[config.mk]
export PLATFORM = sky130hd
export DESIGN_NAME = gpd_port
export DESIGN_NICKNAME = d
export VERILOG_FILES = /design/src/gpd_pin_mux.v /design/src/gpd_port.v
export VERILOG_INCLUDE_DIRS = /design/src /design/src/include
export SDC_FILE = /design/constraint.sdc
export NUM_CORES = 1
export LEC_CHECK = 0
export BUFFER_PORTS_ARGS = -buffer_cell sky130_fd_sc_hd__buf_2
export CAP_MARGIN = 20
export CORE_MARGIN = 2
export CORE_UTILIZATION = 30
export DETAILED_ROUTE_END_ITERATION = 6
export PLACE_DENSITY = 0.52
export SLEW_MARGIN = 0
export SYNTH_ARGS = -nofsm -noshare
export SYNTH_HDL_FRONTEND = slang
export SYNTH_SLANG_ARGS = --single-unit
[constraint.sdc]
create_clock -name clk -period 5.4 [get_ports clk]
set_input_delay 0.81 -clock clk [delete_from_list [all_inputs] [get_ports clk]]
set_output_delay 0.81 -clock clk [all_outputs]
set_load 0.005 [all_outputs]
[src/include/gpd_defines.vh]
`ifndef GPD_DEFINES_VH
`define GPD_DEFINES_VH

// ------------------------------------------------------------
// register byte addresses
// ------------------------------------------------------------
`define GPD_ADDR_PIN_INPUT_LEVELS   8'h00
`define GPD_ADDR_OUTPUT_LATCH       8'h04
`define GPD_ADDR_DIRECTION_CONTROL  8'h08
`define GPD_ADDR_ANALOG_SELECT      8'h0c
`define GPD_ADDR_CONFIG_WORD_THREE_HIGH           8'h10
`define GPD_ADDR_PERIPH_ENABLE      8'h14

// ------------------------------------------------------------
// reset values
// ------------------------------------------------------------
`define GPD_RST_OUTPUT_LATCH        8'h00
`define GPD_RST_DIRECTION_CONTROL   8'hff
`define GPD_RST_ANALOG_SELECT       8'hff
`define GPD_RST_CONFIG_WORD_THREE_HIGH            8'hbf
`define GPD_RST_PERIPH_ENABLE       8'h00

// ------------------------------------------------------------
// field positions
// ------------------------------------------------------------
`define GPD_CFG_PWM_B_ALT_BIT       5
`define GPD_CFG_MASK                8'hbf
`define GPD_PEN_SPI_BIT             0
`define GPD_PEN_I2C_BIT             1
`define GPD_PEN_CAPTURE_COMPARE_FOUR_BIT            2
`define GPD_PEN_PWM2B_BIT           3
`define GPD_PEN_PWM2C_BIT           4
`define GPD_PEN_PWM2D_BIT           5
`define GPD_PEN_PWM1B_BIT           6
`define GPD_PEN_MASK                8'h7f

// ------------------------------------------------------------
// axi responses
// ------------------------------------------------------------
`define GPD_RESP_OKAY               2'b00
`define GPD_RESP_SLVERR             2'b10

`endif

[src/gpd_pin_mux.v]
`timescale 1ns/10ps
`include "gpd_defines.vh"

// ------------------------------------------------------------
// per-pin output select, combinational
// ------------------------------------------------------------
module gpd_pin_mux (
	input  wire [7:0] output_latch,
	input  wire [7:0] direction_control,
	input  wire [7:0] periph_enable,
	input  wire       pwm_b_pin_alternate,
	input  wire       spi_clock_two_out,
	input  wire       i2c_clock_two_out,
	input  wire       i2c_data_two_out,
	input  wire       capture_compare_four_out,
	input  wire       pwm_unit2_out_b,
	input  wire       pwm_unit2_out_c,
	input  wire       pwm_unit2_out_d,
	input  wire       spi_data_out_two,
	input  wire       pwm_unit1_out_b,
	output reg  [7:0] pin_value,
	output reg  [7:0] pin_oe_n
);
	wire en_spi;
	wire en_i2c;
	wire en_ccp;
	wire en_p2b;
	wire en_p2c;
	wire en_p2d;
	wire en_p1b;

	assign en_spi = periph_enable[`GPD_PEN_SPI_BIT];
	assign en_i2c = periph_enable[`GPD_PEN_I2C_BIT];
	assign en_ccp = periph_enable[`GPD_PEN_CAPTURE_COMPARE_FOUR_BIT];
	// alternate pin 2 only when the select bit is clear
	assign en_p2b = periph_enable[`GPD_PEN_PWM2B_BIT]
		& ~pwm_b_pin_alternate;
	assign en_p2c = periph_enable[`GPD_PEN_PWM2C_BIT];
	assign en_p2d = periph_enable[`GPD_PEN_PWM2D_BIT];
	assign en_p1b = periph_enable[`GPD_PEN_PWM1B_BIT];

	always @* begin
		// latch is the fallback; pins 6 and 7 have no peripheral here
		pin_value = output_latch;
		// driver off when direction bit is one
		pin_oe_n = direction_control;
		// pin 0: spi clock over i2c clock
		if (en_spi) begin
			pin_value[0] = spi_clock_two_out;
		end else if (en_i2c) begin
			pin_value[0] = i2c_clock_two_out;
		end
		// pin 1: compare output over i2c data
		if (en_ccp) begin
			pin_value[1] = capture_compare_four_out;
		end else if (en_i2c) begin
			pin_value[1] = i2c_data_two_out;
		end
		if (en_p2b) begin
			pin_value[2] = pwm_unit2_out_b;
		end
		if (en_p2c) begin
			pin_value[3] = pwm_unit2_out_c;
		end
		// pin 4: pwm over spi data out
		if (en_p2d) begin
			pin_value[4] = pwm_unit2_out_d;
		end else if (en_spi) begin
			pin_value[4] = spi_data_out_two;
		end
		if (en_p1b) begin
			pin_value[5] = pwm_unit1_out_b;
		end
	end
endmodule

[src/gpd_port.v]
// Design decisions made here: the placing of the registers and the AXI4-Lite register port.
`timescale 1ns/10ps
`include "gpd_defines.vh"

// Operation
// - eight pins, each input or output, direction chosen per pin.
// - direction bit one turns the pin driver off, pin is input.
// - direction bit zero drives the output latch value on the pin.
// - output latch is its own register; reads return latch, not pins.
// - after reset every pin is an analog input.
// - several enabled outputs on a pin: highest priority wins.
// - analog functions connect only while analog select is set.
// - digital outputs still drive a pin in analog mode.
// - analog mode disables digital input; latch output unaffected.
// - pin 0: spi clock, i2c clock, analog channel 20.
// - pin 1: compare/capture 4, spi data in, i2c data, analog 21.
// - pin 2: pwm unit 2 output b, analog channel 22.
// - pin 3: pwm unit 2 output c, spi client select input.
// - pin 4: pwm unit 2 output d or spi data out, analog 24.
// - pin 5: pwm unit 1 output b, analog channel 25.
// - pwm 2 output b on pin 2 only when select bit is clear.
module gpd_port (
	input  wire        clk,
	input  wire        nrst,
	input  wire [7:0]  s_axi_awaddr,
	input  wire        s_axi_awvalid,
	output reg         s_axi_awready,
	input  wire [31:0] s_axi_wdata,
	input  wire [3:0]  s_axi_wstrb,
	input  wire        s_axi_wvalid,
	output reg         s_axi_wready,
	output reg  [1:0]  s_axi_bresp,
	output reg         s_axi_bvalid,
	input  wire        s_axi_bready,
	input  wire [7:0]  s_axi_araddr,
	input  wire        s_axi_arvalid,
	output reg         s_axi_arready,
	output reg  [31:0] s_axi_rdata,
	output reg  [1:0]  s_axi_rresp,
	output reg         s_axi_rvalid,
	input  wire        s_axi_rready,
	input  wire [7:0]  pin_in,
	output reg  [7:0]  pin_out,
	output reg  [7:0]  pin_oe_n,
	output reg  [7:0]  analog_connect,
	input  wire        spi_clock_two_out,
	input  wire        i2c_clock_two_out,
	input  wire        i2c_data_two_out,
	input  wire        capture_compare_four_out,
	input  wire        pwm_unit2_out_b,
	input  wire        pwm_unit2_out_c,
	input  wire        pwm_unit2_out_d,
	input  wire        spi_data_out_two,
	input  wire        pwm_unit1_out_b,
	output reg         spi_clock_two_in,
	output reg         i2c_clock_two_in,
	output reg         capture_compare_four_in,
	output reg         spi_data_in_two,
	output reg         i2c_data_two_in,
	output reg         spi_client_select_two
);
	reg  [7:0]  output_latch_q;
	reg  [7:0]  direction_control_q;
	reg  [7:0]  analog_select_q;
	reg  [7:0]  config_word_three_high_q;
	reg  [7:0]  periph_enable_q;
	reg  [7:0]  pin_input_levels_q;
	reg  [7:0]  aw_addr_q;
	reg         aw_full_q;
	reg  [31:0] w_data_q;
	reg  [3:0]  w_strb_q;
	reg         w_full_q;
	wire [7:0]  mux_value;
	wire [7:0]  mux_oe_n;
	wire [7:0]  digital_in;
	wire        do_write;
	wire        do_read;
	wire        aw_take;
	wire        w_take;
	wire        b_done;
	wire        r_done;
	wire        aw_hit;
	wire        ar_hit;
	wire        wr_latch;
	wire        wr_dir;
	wire        wr_ana;
	wire        wr_cfg;
	wire        wr_pen;
	wire        wr_lane;
	wire        select_heard;
	reg  [7:0]  output_latch_d;
	reg  [7:0]  direction_control_d;
	reg  [7:0]  analog_select_d;
	reg  [7:0]  config_word_three_high_d;
	reg  [7:0]  periph_enable_d;

	// ------------------------------------------------------------
	// helpers
	// ------------------------------------------------------------
	function [7:0] merge_byte;
		input [7:0] old_val;
		input [7:0] new_val;
		input       strobe;
		begin
			merge_byte = strobe ? new_val : old_val;
		end
	endfunction

	function addr_known;
		input [7:0] addr;
		begin
			case (addr)
			`GPD_ADDR_PIN_INPUT_LEVELS,
			`GPD_ADDR_OUTPUT_LATCH,
			`GPD_ADDR_DIRECTION_CONTROL,
			`GPD_ADDR_ANALOG_SELECT,
			`GPD_ADDR_CONFIG_WORD_THREE_HIGH,
			`GPD_ADDR_PERIPH_ENABLE: addr_known = 1'b1;
			default: addr_known = 1'b0;
			endcase
		end
	endfunction

	// ------------------------------------------------------------
	// output multiplexer
	// ------------------------------------------------------------
	gpd_pin_mux u_mux (
		.output_latch             (output_latch_q),
		.direction_control        (direction_control_q),
		.periph_enable            (periph_enable_q),
		.pwm_b_pin_alternate      (config_word_three_high_q[
			`GPD_CFG_PWM_B_ALT_BIT]),
		.spi_clock_two_out        (spi_clock_two_out),
		.i2c_clock_two_out        (i2c_clock_two_out),
		.i2c_data_two_out         (i2c_data_two_out),
		.capture_compare_four_out (capture_compare_four_out),
		.pwm_unit2_out_b          (pwm_unit2_out_b),
		.pwm_unit2_out_c          (pwm_unit2_out_c),
		.pwm_unit2_out_d          (pwm_unit2_out_d),
		.spi_data_out_two         (spi_data_out_two),
		.pwm_unit1_out_b          (pwm_unit1_out_b),
		.pin_value                (mux_value),
		.pin_oe_n                 (mux_oe_n)
	);

	// analog select has no say in the output path
	always @(posedge clk or negedge nrst) begin
		if (!nrst) begin
			pin_out <= 8'h00;
			pin_oe_n <= 8'hff;
			analog_connect <= 8'hff;
		end else begin
			pin_out <= mux_value;
			pin_oe_n <= mux_oe_n;
			analog_connect <= analog_select_q;
		end
	end

	// ------------------------------------------------------------
	// digital input path
	// ------------------------------------------------------------
	// analog pins read as zero
	assign digital_in = pin_in & ~analog_select_q;
	// select only heard while pin 3 is a digital input
	assign select_heard = direction_control_q[3] & ~analog_select_q[3];

	always @(posedge clk or negedge nrst) begin
		if (!nrst) begin
			pin_input_levels_q <= 8'h00;
			spi_clock_two_in <= 1'b0;
			i2c_clock_two_in <= 1'b0;
			capture_compare_four_in <= 1'b0;
			spi_data_in_two <= 1'b0;
			i2c_data_two_in <= 1'b0;
			spi_client_select_two <= 1'b1;
		end else begin
			pin_input_levels_q <= digital_in;
			spi_clock_two_in <= digital_in[0];
			i2c_clock_two_in <= digital_in[0];
			capture_compare_four_in <= digital_in[1];
			spi_data_in_two <= digital_in[1];
			i2c_data_two_in <= digital_in[1];
			spi_client_select_two <= select_heard ?
				digital_in[3] : 1'b1;
		end
	end

	// ------------------------------------------------------------
	// axi4-lite write channel
	// ------------------------------------------------------------
	// response waits until address and data are both held
	assign do_write = aw_full_q & w_full_q & ~s_axi_bvalid;
	assign aw_take = s_axi_awvalid & s_axi_awready;
	assign w_take = s_axi_wvalid & s_axi_wready;
	assign b_done = s_axi_bvalid & s_axi_bready;
	assign aw_hit = addr_known(aw_addr_q);

	always @(posedge clk or negedge nrst) begin
		if (!nrst) begin
			aw_full_q <= 1'b0;
			aw_addr_q <= 8'h00;
			w_full_q <= 1'b0;
			w_data_q <= 32'h0000_0000;
			w_strb_q <= 4'h0;
			s_axi_awready <= 1'b1;
			s_axi_wready <= 1'b1;
			s_axi_bvalid <= 1'b0;
			s_axi_bresp <= `GPD_RESP_OKAY;
		end else begin
			if (aw_take) begin
				aw_full_q <= 1'b1;
				aw_addr_q <= s_axi_awaddr;
				s_axi_awready <= 1'b0;
			end
			if (w_take) begin
				w_full_q <= 1'b1;
				w_data_q <= s_axi_wdata;
				w_strb_q <= s_axi_wstrb;
				s_axi_wready <= 1'b0;
			end
			if (do_write) begin
				aw_full_q <= 1'b0;
				w_full_q <= 1'b0;
				s_axi_bvalid <= 1'b1;
				s_axi_bresp <= aw_hit ? `GPD_RESP_OKAY : `GPD_RESP_SLVERR;
			end
			if (b_done) begin
				s_axi_bvalid <= 1'b0;
				s_axi_awready <= 1'b1;
				s_axi_wready <= 1'b1;
			end
		end
	end

	// ------------------------------------------------------------
	// register file
	// ------------------------------------------------------------
	// writes to the input level register land in the latch
	assign wr_latch = do_write
		&& (aw_addr_q == `GPD_ADDR_OUTPUT_LATCH
		|| aw_addr_q == `GPD_ADDR_PIN_INPUT_LEVELS);
	assign wr_dir = do_write
		&& aw_addr_q == `GPD_ADDR_DIRECTION_CONTROL;
	assign wr_ana = do_write
		&& aw_addr_q == `GPD_ADDR_ANALOG_SELECT;
	assign wr_cfg = do_write
		&& aw_addr_q == `GPD_ADDR_CONFIG_WORD_THREE_HIGH;
	assign wr_pen = do_write
		&& aw_addr_q == `GPD_ADDR_PERIPH_ENABLE;
	// each register lives in byte lane 0
	assign wr_lane = w_strb_q[0];

	always @* begin
		output_latch_d = output_latch_q;
		direction_control_d = direction_control_q;
		analog_select_d = analog_select_q;
		config_word_three_high_d = config_word_three_high_q;
		periph_enable_d = periph_enable_q;
		if (wr_latch) begin
			output_latch_d = merge_byte(output_latch_q,
				w_data_q[7:0], wr_lane);
		end
		if (wr_dir) begin
			direction_control_d = merge_byte(direction_control_q,
				w_data_q[7:0], wr_lane);
		end
		if (wr_ana) begin
			analog_select_d = merge_byte(analog_select_q,
				w_data_q[7:0], wr_lane);
		end
		if (wr_cfg) begin
			config_word_three_high_d = merge_byte(
				config_word_three_high_q,
				w_data_q[7:0] & `GPD_CFG_MASK, wr_lane);
		end
		if (wr_pen) begin
			periph_enable_d = merge_byte(periph_enable_q,
				w_data_q[7:0] & `GPD_PEN_MASK, wr_lane);
		end
	end

	always @(posedge clk or negedge nrst) begin
		if (!nrst) begin
			output_latch_q <= `GPD_RST_OUTPUT_LATCH;
			direction_control_q <= `GPD_RST_DIRECTION_CONTROL;
			analog_select_q <= `GPD_RST_ANALOG_SELECT;
			config_word_three_high_q <= `GPD_RST_CONFIG_WORD_THREE_HIGH;
			periph_enable_q <= `GPD_RST_PERIPH_ENABLE;
		end else begin
			output_latch_q <= output_latch_d;
			direction_control_q <= direction_control_d;
			analog_select_q <= analog_select_d;
			config_word_three_high_q <= config_word_three_high_d;
			periph_enable_q <= periph_enable_d;
		end
	end

	// ------------------------------------------------------------
	// axi4-lite read channel
	// ------------------------------------------------------------
	assign do_read = s_axi_arvalid & s_axi_arready;
	assign r_done = s_axi_rvalid & s_axi_rready;
	// unmapped reads answer with an error and zero data
	assign ar_hit = addr_known(s_axi_araddr);

	always @(posedge clk or negedge nrst) begin
		if (!nrst) begin
			s_axi_arready <= 1'b1;
			s_axi_rvalid <= 1'b0;
			s_axi_rdata <= 32'h0000_0000;
			s_axi_rresp <= `GPD_RESP_OKAY;
		end else begin
			if (do_read) begin
				s_axi_arready <= 1'b0;
				s_axi_rvalid <= 1'b1;
				s_axi_rresp <= ar_hit ? `GPD_RESP_OKAY : `GPD_RESP_SLVERR;
				case (s_axi_araddr)
				`GPD_ADDR_PIN_INPUT_LEVELS:
					s_axi_rdata <= {24'h000000, pin_input_levels_q};
				`GPD_ADDR_OUTPUT_LATCH:
					s_axi_rdata <= {24'h000000,
						output_latch_q};
				`GPD_ADDR_DIRECTION_CONTROL:
					s_axi_rdata <= {24'h000000, direction_control_q};
				`GPD_ADDR_ANALOG_SELECT:
					s_axi_rdata <= {24'h000000, analog_select_q};
				`GPD_ADDR_CONFIG_WORD_THREE_HIGH:
					s_axi_rdata <= {24'h000000,
						config_word_three_high_q};
				`GPD_ADDR_PERIPH_ENABLE:
					s_axi_rdata <= {24'h000000, periph_enable_q};
				default: begin
					s_axi_rdata <= 32'h0000_0000;
				end
				endcase
			end
			if (r_done) begin
				s_axi_rvalid <= 1'b0;
				s_axi_arready <= 1'b1;
			end
		end
	end
endmodule

**Word-level counts from Yosys, hierarchy flattened**

Cells that the tools add are included.

- Register bits: 133
- Input bits: 76
- Output and inout bits: 71
- Word-level logic and storage cells: 99

- Equal/unequal tests: 10
- Multiplexer cells: 29
- Bitwise operators: 14
- Reductions and logical operators: 21

Operators with widths:

| cell | count |
|---|---|
| case mux 8 bit (6 select lines) | 1 |
| == test 8 x 4 -> 1 bit, second input constant | 4 |
| == test 8 x 5 -> 1 bit, second input constant | 4 |
| 2-to-1 mux 1 bit | 26 |
| == test 8 x 3 -> 1 bit, second input constant | 2 |
| zero test 8 bit | 2 |
| nonzero test 2 bit | 6 |
| OR reduction 6 bit | 2 |
| AND reduction 2 bit | 5 |
| AND 1 bit | 9 |
| AND 8 bit | 1 |
| inverter 8 bit | 1 |
| logical AND 1 bit | 5 |
| 2-to-1 mux 2 bit | 2 |
| inverter 1 bit | 3 |
| logical OR 1 bit | 1 |

**Depth between registers and ports, before layout**

- Depth after elaboration: 4
- Gate-level depth with buffers: 6
- Depth with buffers taken out: 4

**Cells and area by module**

Synthesis repeated with hierarchy kept, for this count alone.

- Cells, all modules: 312
- Area, all modules: 4459.3 µm²

By module, submodules not included:

| module | times used | cells an instance | area an instance (µm²) | sequential area each (µm²) |
|---|---|---|---|---|
| gpd_port | 1 | 289 | 4276.6 | 2681.3 |
| gpd_pin_mux | 1 | 23 | 182.7 | 0.0 |

**Worst setup path after synthesis**

OpenSTA, ideal clock, no wires.

- Path type: in2reg
- Start: in s_axi_araddr[7]
- End: reg s_axi_rdata[6]
- Library setup time: 88 ps
- Arrival time: 2136 ps
- Data required time: 5312 ps
- Path slack: 3176 ps
- Cell stages on the path: 5
- Buffers on the path: 1
- Cells stage by stage: or4_1 -> or4_1 -> clkbuf_1 -> nand2b_1 -> o211ai_1

- Word-level cells in the longest chain between the ends: 2
- Elaborated cells on any way between the ends: 7
- Classes of those cells: eq/ne (5); mux (1); reduce/logical (1)

RTL lines:

| what | line | RTL |
|---|---|---|
| from (decl) | gpd_port.v:35 | `input wire [7:0] s_axi_araddr,` |
| == test 8 x 5 -> 1 bit (tied with other cells) | gpd_port.v:317 | `case (s_axi_araddr)` |
| case mux 8 bit (6 select lines) * | gpd_port.v:317 |  |
| to (signal assigned) | gpd_port.v:319 | `s_axi_rdata <= {24'h000000, pin_input_levels_q};` |
| to (signal assigned) | gpd_port.v:321 | `s_axi_rdata <= {24'h000000,` |
| to (signal assigned) | gpd_port.v:324 | `s_axi_rdata <= {24'h000000, direction_control_q};` |
| to (decl) | gpd_port.v:38 | `output reg [31:0] s_axi_rdata,` |

Mark *: on every way between the ends. The rest lies on a longest branch, timed or not.
A chain may end at the register's enable or synchronous reset.

**Final worst setup path**

- Start: reg aw_addr_q[0]
- End: reg output_latch_q[1]

- Word-level cells in the longest chain between the ends: 4
- Elaborated cells on any way between the ends: 5
- Classes of those cells: eq/ne (1); reduce/logical (4)

RTL lines:

| what | line | RTL |
|---|---|---|
| from (decl) | gpd_port.v:68 | `reg [7:0] aw_addr_q;` |
| from (signal assigned) | gpd_port.v:212 | `aw_addr_q <= s_axi_awaddr;` |
| == test 8 x 3 -> 1 bit / zero test 8 bit (equally long branches) | n/a |  |
| logical OR 1 bit (no line) * | n/a |  |
| logical AND 1 bit * | gpd_port.v:239 | `assign wr_latch = do_write` |
| AND reduction 2 bit (no line) * | n/a |  |
| to (signal assigned) | gpd_port.v:284 | `` output_latch_q <= `GPD_RST_OUTPUT_LATCH; `` |
| to (signal assigned) | gpd_port.v:290 | `output_latch_q <= output_latch_d;` |
| to (decl) | gpd_port.v:62 | `reg [7:0] output_latch_q;` |

Marked as above.

==> flow_summary.json <==
{
  "slew_headroom_pct": 29.9,
  "min_period_over_period_pct": 50.8,
  "reg2reg_depth": 4,
  "rows": 44,
  "post-synth-top-count-cell": "dfrtp_1",
  "p_per_area_mw_per_mm2": 396,
  "initial_core_util_pct": 30.4,
  "rsz0062_at_grt": "no",
  "ys_ff_latch": 105,
  "fin_cells": 587,
  "finalPower_w": 0.00206,
  "grt_use_total_pct": 12.6,
  "routed_via_density": 4.44,
  "placed_cells": 571,
  "clkSinkCount": 105,
  "wl_per_cell_um": 16.0,
  "async_flop_share_pct": 100,
  "ys_types": 32,
  "synthFlopType": "dfrtp_1",
  "period_needed_ns": 2.74,
  "io_pins": 147,
  "syn_area_mm2": 0.00438,
  "clkTransAtPathRegs_ns": 0.07,
  "ctsHoldBuffers": 0,
  "tritoncts": "done",
  "drc": 0,
  "met1Wirelength_um": 4340,
  "met2WireLength_um": 4310,
  "ir_drop_v": 0.000216,
  "gr-total-overflow": 0,
  "hp-class": "reg -> reg",
  "clockBufferDepth": 2,
  "final.setup.tns_ns": 0,
  "die_w_um": 125,
  "via_count": 2607,
  "synth_common_cells": "dfrtp_1, mux2_2, dfstp_2, buf_4, nand2_1",
  "first_pass_iters": 4,
  "cts-htree-levels": 3,
  "yosys.area.top_type": "dfrtp_1",
  "hold_viol_final": 0,
  "drive_gt1_share_pct": 54.3,
  "path_cells": "or4_4 -> nor4_1 -> nor2b_1 -> mux2_2",
  "placed_area_mm2": 0.00492,
  "start_kind": "flip-flop",
  "grt_max_degree": 68,
  "cap_violations": 0,
  "worstPathArrival_ns": 2.97,
  "p_leak_nw": 2.48,
  "grt_pass1_wl_um": 15000,
  "cts_root_buf": "clkbuf_16",
  "post_cts.repair.setup_buffers": 0,
  "skew_ns": 0.00654,
  "synth-edff-count": 0,
  "post-dp-hpwl_um": 6530,
  "nets": 474,
  "end_kind": "flip-flop",
  "cts_made_buffers": 9,
  "holdPathStages": 0,
  "worst_path_dominant_cell_family": "simple AND/OR/NAND/NOR gates",
  "status": "complete, no violations",
  "finalSetupViolCount": 0,
  "gp_congestion": 0.673,
  "pre_cts_ws_ns": 2.66,
  "final_area_mm2": 0.00522,
  "cpMaxStageDelayCell": "nor2b_1",
  "clk_latency_ns": 0.34,
  "grt_pass1_vias": 2733,
  "ys_seq_area_share_pct": 61.2,
  "worst_slack_ns": 2.66,
  "top_layer": "met4",
  "synth_top_area_share_pct": 35.4,
  "crit_type": "reg -> reg",
  "die_y_um": 125,
  "io_buffer_count": 93,
  "cts_resized": 0,
  "antenna_left": 0,
  "synthTopCellsByArea": "dfrtp_1, dfstp_2, mux2_2",
  "core_mm2": 0.0144,
  "tightestPinTransition_ns": 1.05,
  "slowest_delay_ns": 0.89,
  "crit_fanout": 8,
  "path_buf_inv": 0,
  "areaGrowthSynthToFinish_pct": 19.0,
  "antenna-diode-count": 0,
  "wl_met3_um": 654,
  "wirelength_um": 9420,
  "synthCells": 305,
  "slew_viol_final": 0,
  "drt-initial-drc-count": 84,
  "path_depth": 4,
  "antenna_found_initial": 0,
  "crit_required_ns": 5.63,
  "fmax_ghz": 0.365,
  "synth_warnings": 0,
  "syn_area_per_cell_um2": 14.4,
  "dieArea_mm2": 0.0156
}
==> sequential cells by signal (all words and copies together), names as in the netlist, 7 cells and up <==
name and cells:
s_axi_rdata 8, analog_connect 8, pin_out 8, config_word_three_high_q 7, pin_input_levels_q 8, pin_oe_n 8
output_latch_q 8, periph_enable_q 7, analog_select_q 8, aw_addr_q 8, direction_control_q 8, w_data_q 8
==> stage by stage <==
stage,util (%),hold slack (ns)
6_report,36.2,0.371
5_1_grt,36.2,0.382
4_1_cts,36.2,0.373
3_5_place_dp,34.1,0.367
3_3_place_gp,34.1,0.366
2_1_floorplan,-,0.359
==> area by class of cell <==
| class | instances | area (um^2) |
|---|---|---|
| sequential | 105 | 2680 |
| fill | 1413 | 9210 |
| timing repair buffer | 94 | 475 |
| multi-input combinational | 177 | 1500 |
| clock buffer | 13 | 250 |
| tap | 184 | 230 |
| inverter | 11 | 41.3 |
| clock inverter | 3 | 40.0 |
==> power breakdown <==
part / leakage, nW / internal [W] / total, W / switching (W)
Clock: 0.144 / 0.000371 / 0.000645 / 0.000273
Sequential: 1.24 / 0.000968 / 0.00110 / 0.000132
Combinational: 1.09 / 0.000182 / 0.000319 / 0.000137
==> kinds of logic (layout without fill, tap and decap cells) <==
group	Yosys count	in the layout	share of synthesized area, %
AO/OA/AOI/OAI	23	23	3.31
buffers and inverters	48	121	6.82
flip-flops	105	105	61.2
multiplexers	78	78	21.9
other	1	26	0.0856
AND/OR/NAND/NOR	50	50	6.74
==> placed cells by master, fill, tap and decap left out, drive strengths merged, types with 4 or more instances in the layout <==
cell type  count
inv           11
dfstp         43
mux4           6
conb          26
mux2          58
dfrtp         62
mux2i         14
o21ai         11
buf           94
nor2b         10
o221ai         6
or4            4
clkbuf        13
nand2         18
==> metal layers <==
| metal | up-vias | global-route usage [%] |
|---|---|---|
| met3 | 10 | 4.25 |
| met5 | - | 0 |
| met4 | 0 | 3.73 |
| li1 | 1196 | - |
| met2 | 88 | 19.2 |
| met1 | 1313 | 17.0 |
==> final timing paths <==
path,startpoint,to,slack (ns)
setup / recovery,aw_addr_q[0]$_DFFE_PN0P_,output_latch_q[1]$_DFFE_PN0P_,2.66
hold reg to reg,direction_control_q[0]$_DFFE_PN1P_,pin_oe_n[0]$_DFF_PN1_,0.37
setup reg to reg,aw_addr_q[0]$_DFFE_PN0P_,output_latch_q[1]$_DFFE_PN0P_,2.66
min in group asynchronous,nrst,aw_addr_q[5]$_DFFE_PN0P_,0.42
hold / removal,direction_control_q[0]$_DFFE_PN1P_,pin_oe_n[0]$_DFF_PN1_,0.37
max in group asynchronous,nrst,pin_out[3]$_DFF_PN0_,3.76
Power figures use the tool's default switching activity.
